<file path="src/ppg_pkg.sv">
/*
 * Package for the cascaded timer pulse generator: APB offsets, field positions,
 * reset values and prescaler taps.
 * Assumes a 32-bit APB with word-aligned registers.
 */
package ppg_pkg;

    // ------------------------------------------------------------------
    // Register offsets
    // ------------------------------------------------------------------
    localparam logic [7:0] off_control       = 8'h00;
    localparam logic [7:0] off_mode          = 8'h04;
    localparam logic [7:0] off_period_low    = 8'h08;
    localparam logic [7:0] off_period_high   = 8'h0C;
    localparam logic [7:0] off_duty_low      = 8'h10;
    localparam logic [7:0] off_duty_high     = 8'h14;
    localparam logic [7:0] off_system        = 8'h18;
    localparam logic [7:0] off_status        = 8'h1C;
    localparam logic [7:0] off_irq_mask      = 8'h20;
    localparam logic [7:0] off_count         = 8'h24;

    // ------------------------------------------------------------------
    // Field positions
    // ------------------------------------------------------------------
    localparam int ctl_cascade_pos   = 0;
    localparam int ctl_run_pos       = 1;
    localparam int mode_clk_lsb      = 0;
    localparam int mode_clk_msb      = 2;
    localparam int mode_int_clk_pos  = 3;
    localparam int mode_op_lsb       = 4;
    localparam int mode_op_msb       = 5;
    localparam int mode_ext_clk_pos  = 6;
    localparam int mode_init_pos     = 7;
    localparam int mode_dbuf_pos     = 8;
    localparam int sys_div_pos       = 0;
    localparam int sys_slow_pos      = 1;
    localparam int irq_duty_pos      = 0;
    localparam int irq_period_pos    = 1;

    localparam logic [1:0]  op_mode_ppg    = 2'b11;
    localparam logic [8:0]  mode_reset     = 9'h000;
    localparam logic [7:0]  byte_reset     = 8'hFF;
    localparam logic [15:0] count_zero     = 16'h0000;
    localparam logic [31:0] read_zero      = 32'h0000_0000;

    // ------------------------------------------------------------------
    // Prescaler taps (bit index of the free-running divider, -1 for every cycle; tap_slow indexes the divider stepped by fs_tick)
    // ------------------------------------------------------------------
    localparam int div_width = 12;
    localparam int tap_fast [8] = '{10, 9, 7, 5, 3, 1, 0, -1};
    localparam int tap_slow [3] = '{3, 2, 1};

endpackage : ppg_pkg

</file>
<file path="src/clock_source_select.sv">
/*
 * Source clock selector: produces a one-cycle count tick from the prescaler
 * taps, the low-frequency clock taps, or the synchronised external pin.
 * Assumes fs_tick pulses one cycle per low-frequency clock period.
 */
module clock_source_select
    import ppg_pkg::*;
(
    input  wire logic       pclk,
    input  wire logic       presetn,
    input  wire logic [2:0] clock_select_field,
    input  wire logic       use_external,
    input  wire logic       use_slow,
    input  wire logic       fs_tick,
    input  wire logic       ext_clock_pin,
    output logic            count_tick
);

    logic [div_width-1:0] fast_div;
    logic [div_width-1:0] slow_div;
    logic [div_width-1:0] next_fast_div;
    logic [div_width-1:0] next_slow_div;
    logic                 ext_meta;
    logic                 ext_sync;
    logic                 ext_prev;
    logic [7:0]           fast_tick;
    logic [2:0]           slow_tick;
    logic                 slow_code;
    logic [1:0]           slow_index;
    logic                 ext_rise;
    logic                 int_tick;

    assign next_fast_div = fast_div + div_width'(1);
    assign next_slow_div = fs_tick ? slow_div + div_width'(1) : slow_div;

    // ------------------------------------------------------------------
    // Tick decode
    // ------------------------------------------------------------------
    // prescaler tap select
    generate
        for (genvar i = 0; i < 8; i++)
        begin : g_fast
            if (tap_fast[i] < 0)
            begin : g_full
                assign fast_tick[i] = 1'b1;
            end
            else
            begin : g_div
                assign fast_tick[i] = &fast_div[tap_fast[i]:0];
            end
        end
        for (genvar j = 0; j < 3; j++)
        begin : g_slow
            assign slow_tick[j] = fs_tick & (&slow_div[tap_slow[j]:0]);
        end
    endgenerate

    assign slow_code  = (clock_select_field == 3'h0) | (clock_select_field == 3'h1)
                      | (clock_select_field == 3'h7);
    assign slow_index = (clock_select_field == 3'h7) ? 2'h2 : clock_select_field[1:0];
    assign int_tick   = (use_slow & slow_code) ? slow_tick[slow_index]
                      : (use_slow ? 1'b0 : fast_tick[clock_select_field]);
    assign ext_rise   = ext_sync & ~ext_prev;
    assign count_tick = use_external ? ext_rise : int_tick;

    always_ff @(posedge pclk or negedge presetn)
    begin
        if (!presetn)
        begin
            fast_div <= '0;
            slow_div <= '0;
            ext_meta <= 1'b0;
            ext_sync <= 1'b0;
            ext_prev <= 1'b0;
        end
        else
        begin
            fast_div <= next_fast_div;
            slow_div <= next_slow_div;
            ext_meta <= ext_clock_pin;
            ext_sync <= ext_meta;
            ext_prev <= ext_sync;
        end
    end

endmodule : clock_source_select

</file>
<file path="src/cascaded_timer_pulse_generator.sv">
/*
 * Cascaded 16-bit timer in pulse generator mode with an APB register file.
 * Assumes synchronous inputs on pclk and an external fs_tick strobe.
 */
// Local design decisions: register access over APB and the register offsets.
module cascaded_timer_pulse_generator
    import ppg_pkg::*;
(
    input  wire logic        pclk,
    input  wire logic        presetn,
    input  wire logic        psel,
    input  wire logic        penable,
    input  wire logic        pwrite,
    input  wire logic [7:0]  paddr,
    input  wire logic [31:0] pwdata,
    output logic [31:0]      prdata,
    output logic             pready,
    output logic             pslverr,
    input  wire logic        fs_tick,
    input  wire logic        ext_clock_pin,
    input  wire logic        function_output_enable,
    output logic             pulse_output_pin,
    output logic             pulse_output_enable,
    output logic             low_timer_interrupt,
    output logic             high_timer_interrupt,
    output logic             irq
);

    logic [1:0]  timer_pair_control;
    logic [8:0]  high_mode_register;
    logic [1:0]  system_control_one;
    logic [7:0]  period_low_byte;
    logic [7:0]  period_high_byte;
    logic [7:0]  duty_low_byte;
    logic [15:0] period_buffer;
    logic [15:0] duty_buffer;
    logic [15:0] period_compare_value;
    logic [15:0] duty_compare_value;
    logic [15:0] counter;
    logic        level;
    logic        buffer_pending;
    logic [1:0]  irq_status;
    logic [1:0]  irq_mask;

    logic        wr_en;
    logic        rd_en;
    logic        addr_ok;
    logic        wr_duty_high;
    logic        cascade_bit;
    logic        high_run_bit;
    logic        ppg_active;
    logic        initial_level_bit;
    logic        double_buffer_enable;
    logic        use_external;
    logic        use_slow;
    logic        count_tick;
    logic        duty_match;
    logic        period_match;
    logic [15:0] written_period;
    logic [15:0] written_duty;
    logic [15:0] next_counter;
    logic [1:0]  irq_event;
    logic [31:0] read_mux;
    logic        sel_control;
    logic        sel_mode;
    logic        sel_system;
    logic        sel_period_low;
    logic        sel_period_high;
    logic        sel_duty_low;
    logic        sel_irq_mask;
    logic        status_read;

    // ------------------------------------------------------------------
    // Bus decode
    // ------------------------------------------------------------------
    assign pready   = 1'b1;
    assign wr_en    = psel & penable & pwrite;
    assign rd_en    = psel & penable & ~pwrite;
    assign addr_ok  = (paddr <= off_count) & (paddr[1:0] == 2'b00);
    assign pslverr  = psel & penable & ~addr_ok;
    assign wr_duty_high = wr_en & (paddr == off_duty_high);

    // ------------------------------------------------------------------
    // Register select
    // ------------------------------------------------------------------
    assign sel_control     = wr_en & (paddr == off_control);
    assign sel_mode        = wr_en & (paddr == off_mode);
    assign sel_system      = wr_en & (paddr == off_system);
    assign sel_period_low  = wr_en & (paddr == off_period_low);
    assign sel_period_high = wr_en & (paddr == off_period_high);
    assign sel_duty_low    = wr_en & (paddr == off_duty_low);
    assign sel_irq_mask    = wr_en & (paddr == off_irq_mask);
    assign status_read     = rd_en & (paddr == off_status);

    assign cascade_bit          = timer_pair_control[ctl_cascade_pos];
    assign high_run_bit         = timer_pair_control[ctl_run_pos];
    assign initial_level_bit    = high_mode_register[mode_init_pos];
    assign double_buffer_enable = high_mode_register[mode_dbuf_pos];
    assign ppg_active = cascade_bit & high_run_bit
                      & (high_mode_register[mode_op_msb:mode_op_lsb] == op_mode_ppg);
    assign use_external = high_mode_register[mode_ext_clk_pos]
                        & high_mode_register[mode_int_clk_pos];
    assign use_slow = system_control_one[sys_div_pos] | system_control_one[sys_slow_pos];

    assign written_period = {period_high_byte, period_low_byte};
    assign written_duty   = {pwdata[7:0], duty_low_byte};

    assign duty_match   = ppg_active & count_tick & (next_counter == duty_compare_value);
    assign period_match = ppg_active & count_tick & (next_counter == period_compare_value);
    assign next_counter = counter + 16'h0001;
    assign irq_event    = {period_match, duty_match};

    clock_source_select u_clock_source_select
    (
        .pclk               (pclk),
        .presetn            (presetn),
        .clock_select_field (high_mode_register[mode_clk_msb:mode_clk_lsb]),
        .use_external       (use_external),
        .use_slow           (use_slow),
        .fs_tick            (fs_tick),
        .ext_clock_pin      (ext_clock_pin),
        .count_tick         (count_tick)
    );

    // ------------------------------------------------------------------
    // Read path
    // ------------------------------------------------------------------
    assign read_mux =
        (paddr == off_control)     ? {30'h0000_0000, timer_pair_control} :
        (paddr == off_mode)        ? {23'h00_0000, high_mode_register} :
        (paddr == off_period_low)  ? {24'h00_0000, period_low_byte} :
        (paddr == off_period_high) ? {24'h00_0000, period_high_byte} :
        (paddr == off_duty_low)    ? {24'h00_0000, duty_low_byte} :
        (paddr == off_duty_high)   ? {24'h00_0000, duty_buffer[15:8]} :
        (paddr == off_system)      ? {30'h0000_0000, system_control_one} :
        (paddr == off_status)      ? {30'h0000_0000, irq_status} :
        (paddr == off_irq_mask)    ? {30'h0000_0000, irq_mask} :
        (paddr == off_count)       ? {16'h0000, counter} : read_zero;

    always_ff @(posedge pclk or negedge presetn)
    begin
        if (!presetn)
            prdata <= read_zero;
        else if (psel & ~penable & ~pwrite)
            prdata <= read_mux;
    end

    // ------------------------------------------------------------------
    // Control registers
    // ------------------------------------------------------------------
    always_ff @(posedge pclk or negedge presetn)
    begin
        if (!presetn)
        begin
            timer_pair_control <= 2'h0;
            high_mode_register <= mode_reset;
            system_control_one <= 2'h0;
            period_low_byte    <= byte_reset;
            period_high_byte   <= byte_reset;
            duty_low_byte      <= byte_reset;
            irq_mask           <= 2'h0;
        end
        else if (wr_en)
        begin
            if (sel_control)
                timer_pair_control <= pwdata[1:0];
            if (sel_mode)
                high_mode_register <= pwdata[8:0];
            if (sel_system)
                system_control_one <= pwdata[1:0];
            if (sel_period_low)
                period_low_byte <= pwdata[7:0];
            if (sel_period_high)
                period_high_byte <= pwdata[7:0];
            if (sel_duty_low)
                duty_low_byte <= pwdata[7:0];
            if (sel_irq_mask)
                irq_mask <= pwdata[1:0];
        end
    end

    // ------------------------------------------------------------------
    // Compare registers and double buffer
    // ------------------------------------------------------------------
    always_ff @(posedge pclk or negedge presetn)
    begin
        if (!presetn)
        begin
            period_buffer        <= {byte_reset, byte_reset};
            duty_buffer          <= {byte_reset, byte_reset};
            period_compare_value <= {byte_reset, byte_reset};
            duty_compare_value   <= {byte_reset, byte_reset};
            buffer_pending       <= 1'b0;
        end
        else if (wr_duty_high)
        begin
            period_buffer <= written_period;
            duty_buffer   <= written_duty;
            if (double_buffer_enable & high_run_bit)
                buffer_pending <= 1'b1;
            else
            begin
                period_compare_value <= written_period;
                duty_compare_value   <= written_duty;
                buffer_pending       <= 1'b0;
            end
        end
        else if (period_match & buffer_pending)
        begin
            period_compare_value <= period_buffer;
            duty_compare_value   <= duty_buffer;
            buffer_pending       <= 1'b0;
        end
    end

    // ------------------------------------------------------------------
    // Counter and output
    // ------------------------------------------------------------------
    always_ff @(posedge pclk or negedge presetn)
    begin
        if (!presetn)
        begin
            counter <= count_zero;
            level   <= 1'b0;
        end
        else if (!ppg_active)
        begin
            counter <= count_zero;
            level   <= initial_level_bit;
        end
        else if (period_match)
        begin
            counter <= count_zero;
            level   <= initial_level_bit;
        end
        else if (count_tick)
        begin
            counter <= next_counter;
            if (duty_match)
                level <= ~initial_level_bit;
        end
    end

    assign pulse_output_pin     = level;
    assign pulse_output_enable  = function_output_enable;
    assign low_timer_interrupt  = duty_match;
    assign high_timer_interrupt = period_match;

    // ------------------------------------------------------------------
    // Interrupt status
    // ------------------------------------------------------------------
    // sticky status bits
    generate
        for (genvar b = 0; b <= irq_period_pos; b++)
        begin : g_status
            always_ff @(posedge pclk or negedge presetn)
            begin
                if (!presetn)
                    irq_status[b] <= 1'b0;
                // A new event wins; a read clears only the bits it reported.
                else if (irq_event[b])
                    irq_status[b] <= 1'b1;
                else if (status_read & prdata[b])
                    irq_status[b] <= 1'b0;
            end
        end
    endgenerate

    assign irq = |(irq_status & irq_mask);

endmodule : cascaded_timer_pulse_generator

</file>
<file path="config.mk">
export PLATFORM = sky130hd
export DESIGN_NAME = cascaded_timer_pulse_generator
export DESIGN_NICKNAME = d
export VERILOG_FILES = /design/src/ppg_pkg.sv /design/src/clock_source_select.sv /design/src/cascaded_timer_pulse_generator.sv
export SDC_FILE = /design/constraint.sdc
export NUM_CORES = 1
export LEC_CHECK = 0
export ABC_AREA = 1
export BUFFER_PORTS_ARGS = -buffer_cell sky130_fd_sc_hd__buf_2
export CAP_MARGIN = 20
export CORE_MARGIN = 2
export CORE_UTILIZATION = 41
export CTS_BUF_LIST = sky130_fd_sc_hd__clkbuf_8 sky130_fd_sc_hd__clkbuf_16
export DETAILED_ROUTE_END_ITERATION = 6
export MAX_ROUTING_LAYER = met4
export PLACE_DENSITY_LB_ADDON = 0.12
export SLEW_MARGIN = 20
export SYNTH_ARGS = -nofsm -noshare
export SYNTH_HDL_FRONTEND = slang
export SYNTH_SLANG_ARGS = --single-unit
</file>
<file path="constraint.sdc">
create_clock -name pclk -period 2.8 [get_ports pclk]
set_clock_uncertainty 0.15 [all_clocks]
set_input_delay 0.28 -clock pclk [delete_from_list [all_inputs] [get_ports pclk]]
set_output_delay 0.28 -clock pclk [all_outputs]
set_load 0.01 [all_outputs]
</file>
=== Word level (Yosys, flattened, before mapping) ===
Index checks and enable logic that the tools add are counted.

* Register bits after elaboration: 182
* Latch bits: 0
* Memory bits (writable): 0
* Memory bits (read-only): 0
* Bits of input ports: 48
* Output and inout bits: 39
* Memories kept: 0

* $add $sub $neg: 3
* Multipliers: 0
* Divide/modulo/power cells: 0
* $lt $le $gt $ge: 3
* Eq/ne operators: 17
* Shift-type cells: 0
* Muxes and demuxes: 38
* Bitwise gates (word level): 40
* Reductions and logical operators: 25

{| class="wikitable"
|+ Operator list
! cell !! number
|-
| 16-bit 2-to-1 mux || 19
|-
| 16-bit equality test || 2
|-
| 8-bit by 5-bit equality test with 1-bit output, second input constant || 4
|-
| 1-bit AND || 31
|-
| 12-bit by 1-bit adder with 12-bit output, second input constant || 2
|-
| 2-bit AND reduction || 11
|-
| 16-bit by 1-bit adder with 16-bit output, second input constant || 1
|-
| 8-bit by 4-bit equality test with 1-bit output, second input constant || 2
|-
| 8-bit by 6-bit equality test with 1-bit output, second input constant || 2
|-
| 1-bit 2-to-1 mux || 16
|-
| 11-bit AND reduction || 1
|-
| 10-bit AND reduction || 1
|-
| 8-bit by 3-bit equality test with 1-bit output, second input constant || 1
|-
| 8-bit by 6-bit <= comparator with 1-bit output, second input constant || 1
|-
| 8-bit zero test || 1
|-
| 4-bit AND reduction || 2
|-
| 8-bit AND reduction || 1
|-
| 6-bit AND reduction || 1
|-
| 2-bit nonzero test || 3
|-
| 1-bit inverter || 5
|-
| 3-bit by 4-bit less-than comparator with 1-bit output, second input constant || 1
|-
| 1-bit binary-select mux with 3-bit select || 1
|-
| 3-bit by 1-bit equality test with 1-bit output, second input constant || 1
|-
| 3-bit equality test, second input constant || 1
|-
| other kinds (13) || 15
|}

=== Longest topological paths before layout ===
* Word-level depth: 12
* Gate-level depth with buffers: 20

=== Modules after synthesis ===
Synthesis repeated with hierarchy kept, for this count alone.

* Cell total of the unflattened synthesis: 1014
* Area total of the unflattened synthesis: 8135.3 um^2

{| class="wikitable"
|+ Modules (own cells, without submodules)
! module !! times used !! cells an instance !! area an instance (um^2) !! seq. area each (um^2)
|-
| cascaded_timer_pulse_generator || 1 || 922 || 7255.7 || 3588.4
|-
| clock_source_select || 1 || 92 || 879.6 || 450.4
|}

=== Worst setup path before layout ===
Ideal clock, no wire load.

* Path type: register -> register
* Start point: register counter[1]
* End point: register duty_compare_value[9]
* Setup time: 0.061 ns
* Arrival time: 2.183 ns
* Data required time: 2.589 ns
* Setup slack: 0.406 ns
* Cell stages (with the launch flop): 17
* Buffers on the path: 1
* Clock period less this slack: 2.394 ns
* Cell sequence: dfrtp_1 > ha_1 > nand2_1 > nor2_2 > nand3_1 > nand2_1 > nand2_1 > xor2_1 > nand3_1 > nor2_2 > nand3_2 > nor2_4 > nand3_4 > nand2_4 > buf_6 > nand2_1 > nand2_1

* Cells in the longest elaborated chain, start to end: 6

{| class="wikitable"
|+ Ends and longest elaborated chain
! what !! RTL line !! text
|-
| start, declared || cascaded_timer_pulse_generator.sv:39 || <nowiki>logic [15:0] counter;</nowiki>
|-
| start signal, assigned || cascaded_timer_pulse_generator.sv:223 || <nowiki>counter <= count_zero;</nowiki>
|-
| start signal, assigned || cascaded_timer_pulse_generator.sv:228 || <nowiki>counter <= count_zero;</nowiki>
|-
| start signal, assigned || cascaded_timer_pulse_generator.sv:233 || <nowiki>counter <= count_zero;</nowiki>
|-
| 16-bit by 1-bit adder with 16-bit output || cascaded_timer_pulse_generator.sv:110 || <nowiki>assign next_counter = counter + 16'h0001;</nowiki>
|-
| 16-bit equality test || cascaded_timer_pulse_generator.sv:109 || <nowiki>assign period_match = ppg_active & count_tick & (next_counter == period_compare_value);</nowiki>
|-
| 1-bit AND || cascaded_timer_pulse_generator.sv:109 ||
|-
| 1-bit AND || cascaded_timer_pulse_generator.sv:208 || <nowiki>else if (period_match & buffer_pending)</nowiki>
|-
| 2-bit nonzero test (no line) || -- ||
|-
| 2-bit AND reduction (no line) || -- ||
|-
| end signal, assigned || cascaded_timer_pulse_generator.sv:192 || <nowiki>duty_compare_value <= {byte_reset, byte_reset};</nowiki>
|-
| end signal, assigned || cascaded_timer_pulse_generator.sv:204 || <nowiki>duty_compare_value <= written_duty;</nowiki>
|-
| end signal, assigned || cascaded_timer_pulse_generator.sv:211 || <nowiki>duty_compare_value <= duty_buffer;</nowiki>
|-
| end, declared || cascaded_timer_pulse_generator.sv:38 || <nowiki>logic [15:0] duty_compare_value;</nowiki>
|}

No other way between the ends.
A chain may end at the register's enable or synchronous reset.

=== Worst setup path in the final report ===
* Start point: register counter[0]
* End point: output high_timer_interrupt

* Cells in the longest elaborated chain, start to end: 3

{| class="wikitable"
|+ Ends and longest elaborated chain
! what !! RTL line !! text
|-
| 16-bit by 1-bit adder with 16-bit output || cascaded_timer_pulse_generator.sv:110 ||
|-
| 16-bit equality test || cascaded_timer_pulse_generator.sv:109 ||
|-
| 1-bit AND || cascaded_timer_pulse_generator.sv:109 ||
|-
| end, declared || cascaded_timer_pulse_generator.sv:25 || <nowiki>output logic high_timer_interrupt,</nowiki>
|}

No other way between the ends.

==> results.md <==
* Outcome: finished, violations left
* Failing checks: setup timing
* Worst reg2reg path depth at 22
* Class of the most critical setup path: register to primary output
* Final period util at 109%
* Vias at 7,056
* WP data required at 2.37 ns
* Least-Margin Pin Slew at 0.834 ns
* HPWL Detailed at 17.1 mm
* Gr usage total at 23.1%
* Critical path's slowest cell: dfrtp_1
* Cell row count at 51
* Vias in the first global route at 6,772
* DR DRC count at 0
* Critical path arrival at 2.61 ns
* Pin count of the biggest net entering global routing at 63
* Reg2Reg Setup Slack at -0.03 ns
* Worst min path class: primary input to register
* Hold path cells at 3
* CP max stage delay at 0.42 ns
* Syn Area/Cell at 7.93 sq um
* Minimum clock period after layout at 3.04 ns
* Mapped Area at 8140 sq um
* Final WL at 23.9 mm
* RSZ-0062 raised after global routing: yes
* CTS tree: done
* RePlAce Congestion at 0.883
* Worst-path cell chain: buf_6 -> buf_4 -> xor2_1 -> nand3_2 -> nor2_2 -> nand2_1 -> nor4_2 -> nand4_1 -> nor2_1 -> nand2_1 -> nor3_2 -> buf_2
* Crit-path leading delay family: simple AND/OR/NAND/NOR gates
* CP Capture Type: primary output
* Final Max Slew Viols at 0
* Most common cell in the netlist: nand2_1
* Register area share after synthesis at 49.6%
* CTS Buf Count at 17
* Slew HR at 44.4%
* Max IR drop VDD at 0.375 mV
* Initial Utilization at 41.8%
* Total power at 0.00489 W
* Area growth syn-to-layout at 24.5%
* Die height at 145 um
* YS warnings at 0
* Post-synthesis cell count at 1,027
* Count of final setup violators at 21
* Startpoint Class: register
* Worst-path clk slew at 0.07 ns
* Layout Nets at 1,179
* Int Power at 0.00364 W
* Vias per cell at 5.02
* Static Leakage at 4.68 nW
* CORE AREA at 19,500 sq um
* Maxcap violations at 0
* Reg2reg start: counter[0]
* Power Density at 483 nW/um^2
* Post-synth top area share at 28.4%
* Grt total ovfl at 0
* 1st-pass router iterations at 5
* FF-to-FF End: duty_compare_value[6]
* Clk_lat worst skew at 0.43 ns
* CP most frequent cell: nand2_1
* Number of buffers and inverters on the critical path at 3
* Clock Tree Buf Depth at 2
* Die Area at 21,000 sq um
* Fmax at 0.329 GHz
* Layout cells sized above 1 at 31.1%
* First-pass GRT wire length at 37.1 mm
* I/O Buffers at 44
* Hold Crit Endpoint: period_low_byte[6]
* Fin worst setup slack at -0.241 ns
* Net Sw Frac at 25.6%
* H-tree depth at 4
* Clk pwr share at 46.6%
* NetSw at 0.00125 W
* CP Max Fanout at 5
* WL per Instance at 17.0 um
* CTS Root Cell: clkbuf_16
* Fillers at 1,862
* Unique masters post-synth at 47
* N_diodes at 0
* Top post-synthesis cells by area: dfstp_2 (28%), dfrtp_1 (21%), nand2_1 (16%)
* Top cells by count, synth: nand2_1 (340), inv_1 (95), o21ai_0 (92)
* EDFF count, synth at 0
* IO Pins at 87
* Ys flop type: dfstp_2
* Ys async rst share at 100%
* Pre-CTS WS at -0.0591 ns
* Hold_sp: pwdata[6]
* Antenna Nets Post-Route at 0
* Sink Count at 157
* 1st-iter DRT viols at 479
* Die Wd at 145 um
* Synth Register Bits at 157
* Final hold violations at 0
* Sequential power share at 48.5%
* Setup TNS at -0.687 ns
* Logic gate share of total power at 4.9%
* Initial antenna violation count at 0
* Synth area leader: dfstp_2
==> cell usage in the layout (no fill, tap or decap), types with 7 or more instances in the layout <==
cell type  netlist  final
nand3_2          1     31
nor3_1           9      7
nand2_1        340    320
buf_4           19     49
o21ai_0         92     90
conb_1           2     17
xor2_1          12     11
buf_2            4     43
or2_2            8      8
o22ai_1         16     16
nand2_4          1      8
a21oi_1         15     15
clkbuf_16        0     20
buf_6            3      7
nor2_1          57     51
nor2_4           5      9
inv_1           95     91
nand4_1         20     20
dfstp_2         88     88
inv_2            8     11
dfrtp_1         69     63
nand2_2         12     25
nand3_1         82     49
==> worst reg2reg max path: cells and delay by family (launching register included) <==
family        cells  cell delay (ns)
flops             1             0.41
simple gates     14             1.29
buf+inv           8             0.91
==> kinds of logic after synthesis <==
logic type	after synthesis	synth area share (%)
flops	157	49.6
simple gates	552	29.5
buf+inv	150	8.13
mux	2	0.277
compound gates	140	9.42
other cells	2	0.0922
fa+ha+maj	4	0.615
xor+xnor	20	2.34
==> registers in the layout, indices dropped and copies added (netlist names), 4 cells and up <==
register                        flops
counter                            16
duty_buffer                        16
duty_compare_value                 16
period_buffer                      16
period_compare_value               16
prdata                             16
u_clock_source_select.fast_div     11
high_mode_register                  9
duty_low_byte                       8
period_high_byte                    8
period_low_byte                     8
u_clock_source_select.slow_div      4
==> metal layers <==
| metal | global-route usage (%) | up-vias | routed length [um] |
|---|---|---|---|
| met5 | - | - | 0 |
| met4 | 7.18 | 0 | 586 |
| met3 | 3.81 | 32 | 815 |
| met2 | 33.9 | 170 | 10900 |
| met1 | 32.8 | 3345 | 11600 |
| li1 | - | 3509 | - |
==> stage by stage <==
stage / area (sq um) / std cells / utilization, % / hold slack, ns
after floorplan: 8200 / 1042 / - / -0.166
after global placement: 8690 / 1329 / 44.6 / 0.153
after detailed placement: 8690 / 1329 / 44.6 / 0.161
after CTS: 9490 / 1379 / 48.7 / 0.0142
after global routing: 10100 / 1405 / 52.1 / 0.0544
final: 10100 / 1405 / 52.1 / 0.0198
==> final cells by class <==
type / count / area, sq um / share of cell area, %
clock buffer: 18 / 450 / 4.44
clock inverter: 14 / 123 / 1.21
inverter: 104 / 395 / 3.90
multi-input combinational: 738 / 3960 / 39.1
sequential: 157 / 4050 / 39.9
tap: 265 / 332 / 3.27
timing repair buffer: 109 / 832 / 8.20
==> worst max path at each step <==
stage / to / slack [ns] / cells past startpoint / from
2_1_floorplan: duty_compare_value[9] / 0.41 / 16 / counter[1]
3_3_place_gp: duty_compare_value[11] / -0.01 / 15 / counter[1]
3_5_place_dp: duty_compare_value[11] / -0.06 / 15 / counter[1]
4_1_cts: high_timer_interrupt / -0.11 / 14 / counter[0]
5_1_grt: high_timer_interrupt / -0.39 / 15 / counter[1]
6_report: high_timer_interrupt / -0.24 / 12 / counter[0]
==> power by group through the flow <==
stage / logic, W / clock network [W] / registers, W
after floorplan: 0.000138 / 0 / 0.00240
after global placement: 0.000228 / 0 / 0.00241
after detailed placement: 0.000233 / 0 / 0.00241
after CTS: 0.000239 / 0.00232 / 0.00237
after global routing: 0.000275 / 0.00242 / 0.00238
final: 0.000237 / 0.00228 / 0.00237
==> repair_timing <==
item,CTS,global route
buffers inserted,14,21
hold endpoints to repair,38,0
resized for setup,22,95
gates cloned,0,6
endpoints found under the setup margin,34,36
hold buffers,4,0
pin swaps,7,51
No activity file was read; power rests on OpenSTA's default activity.
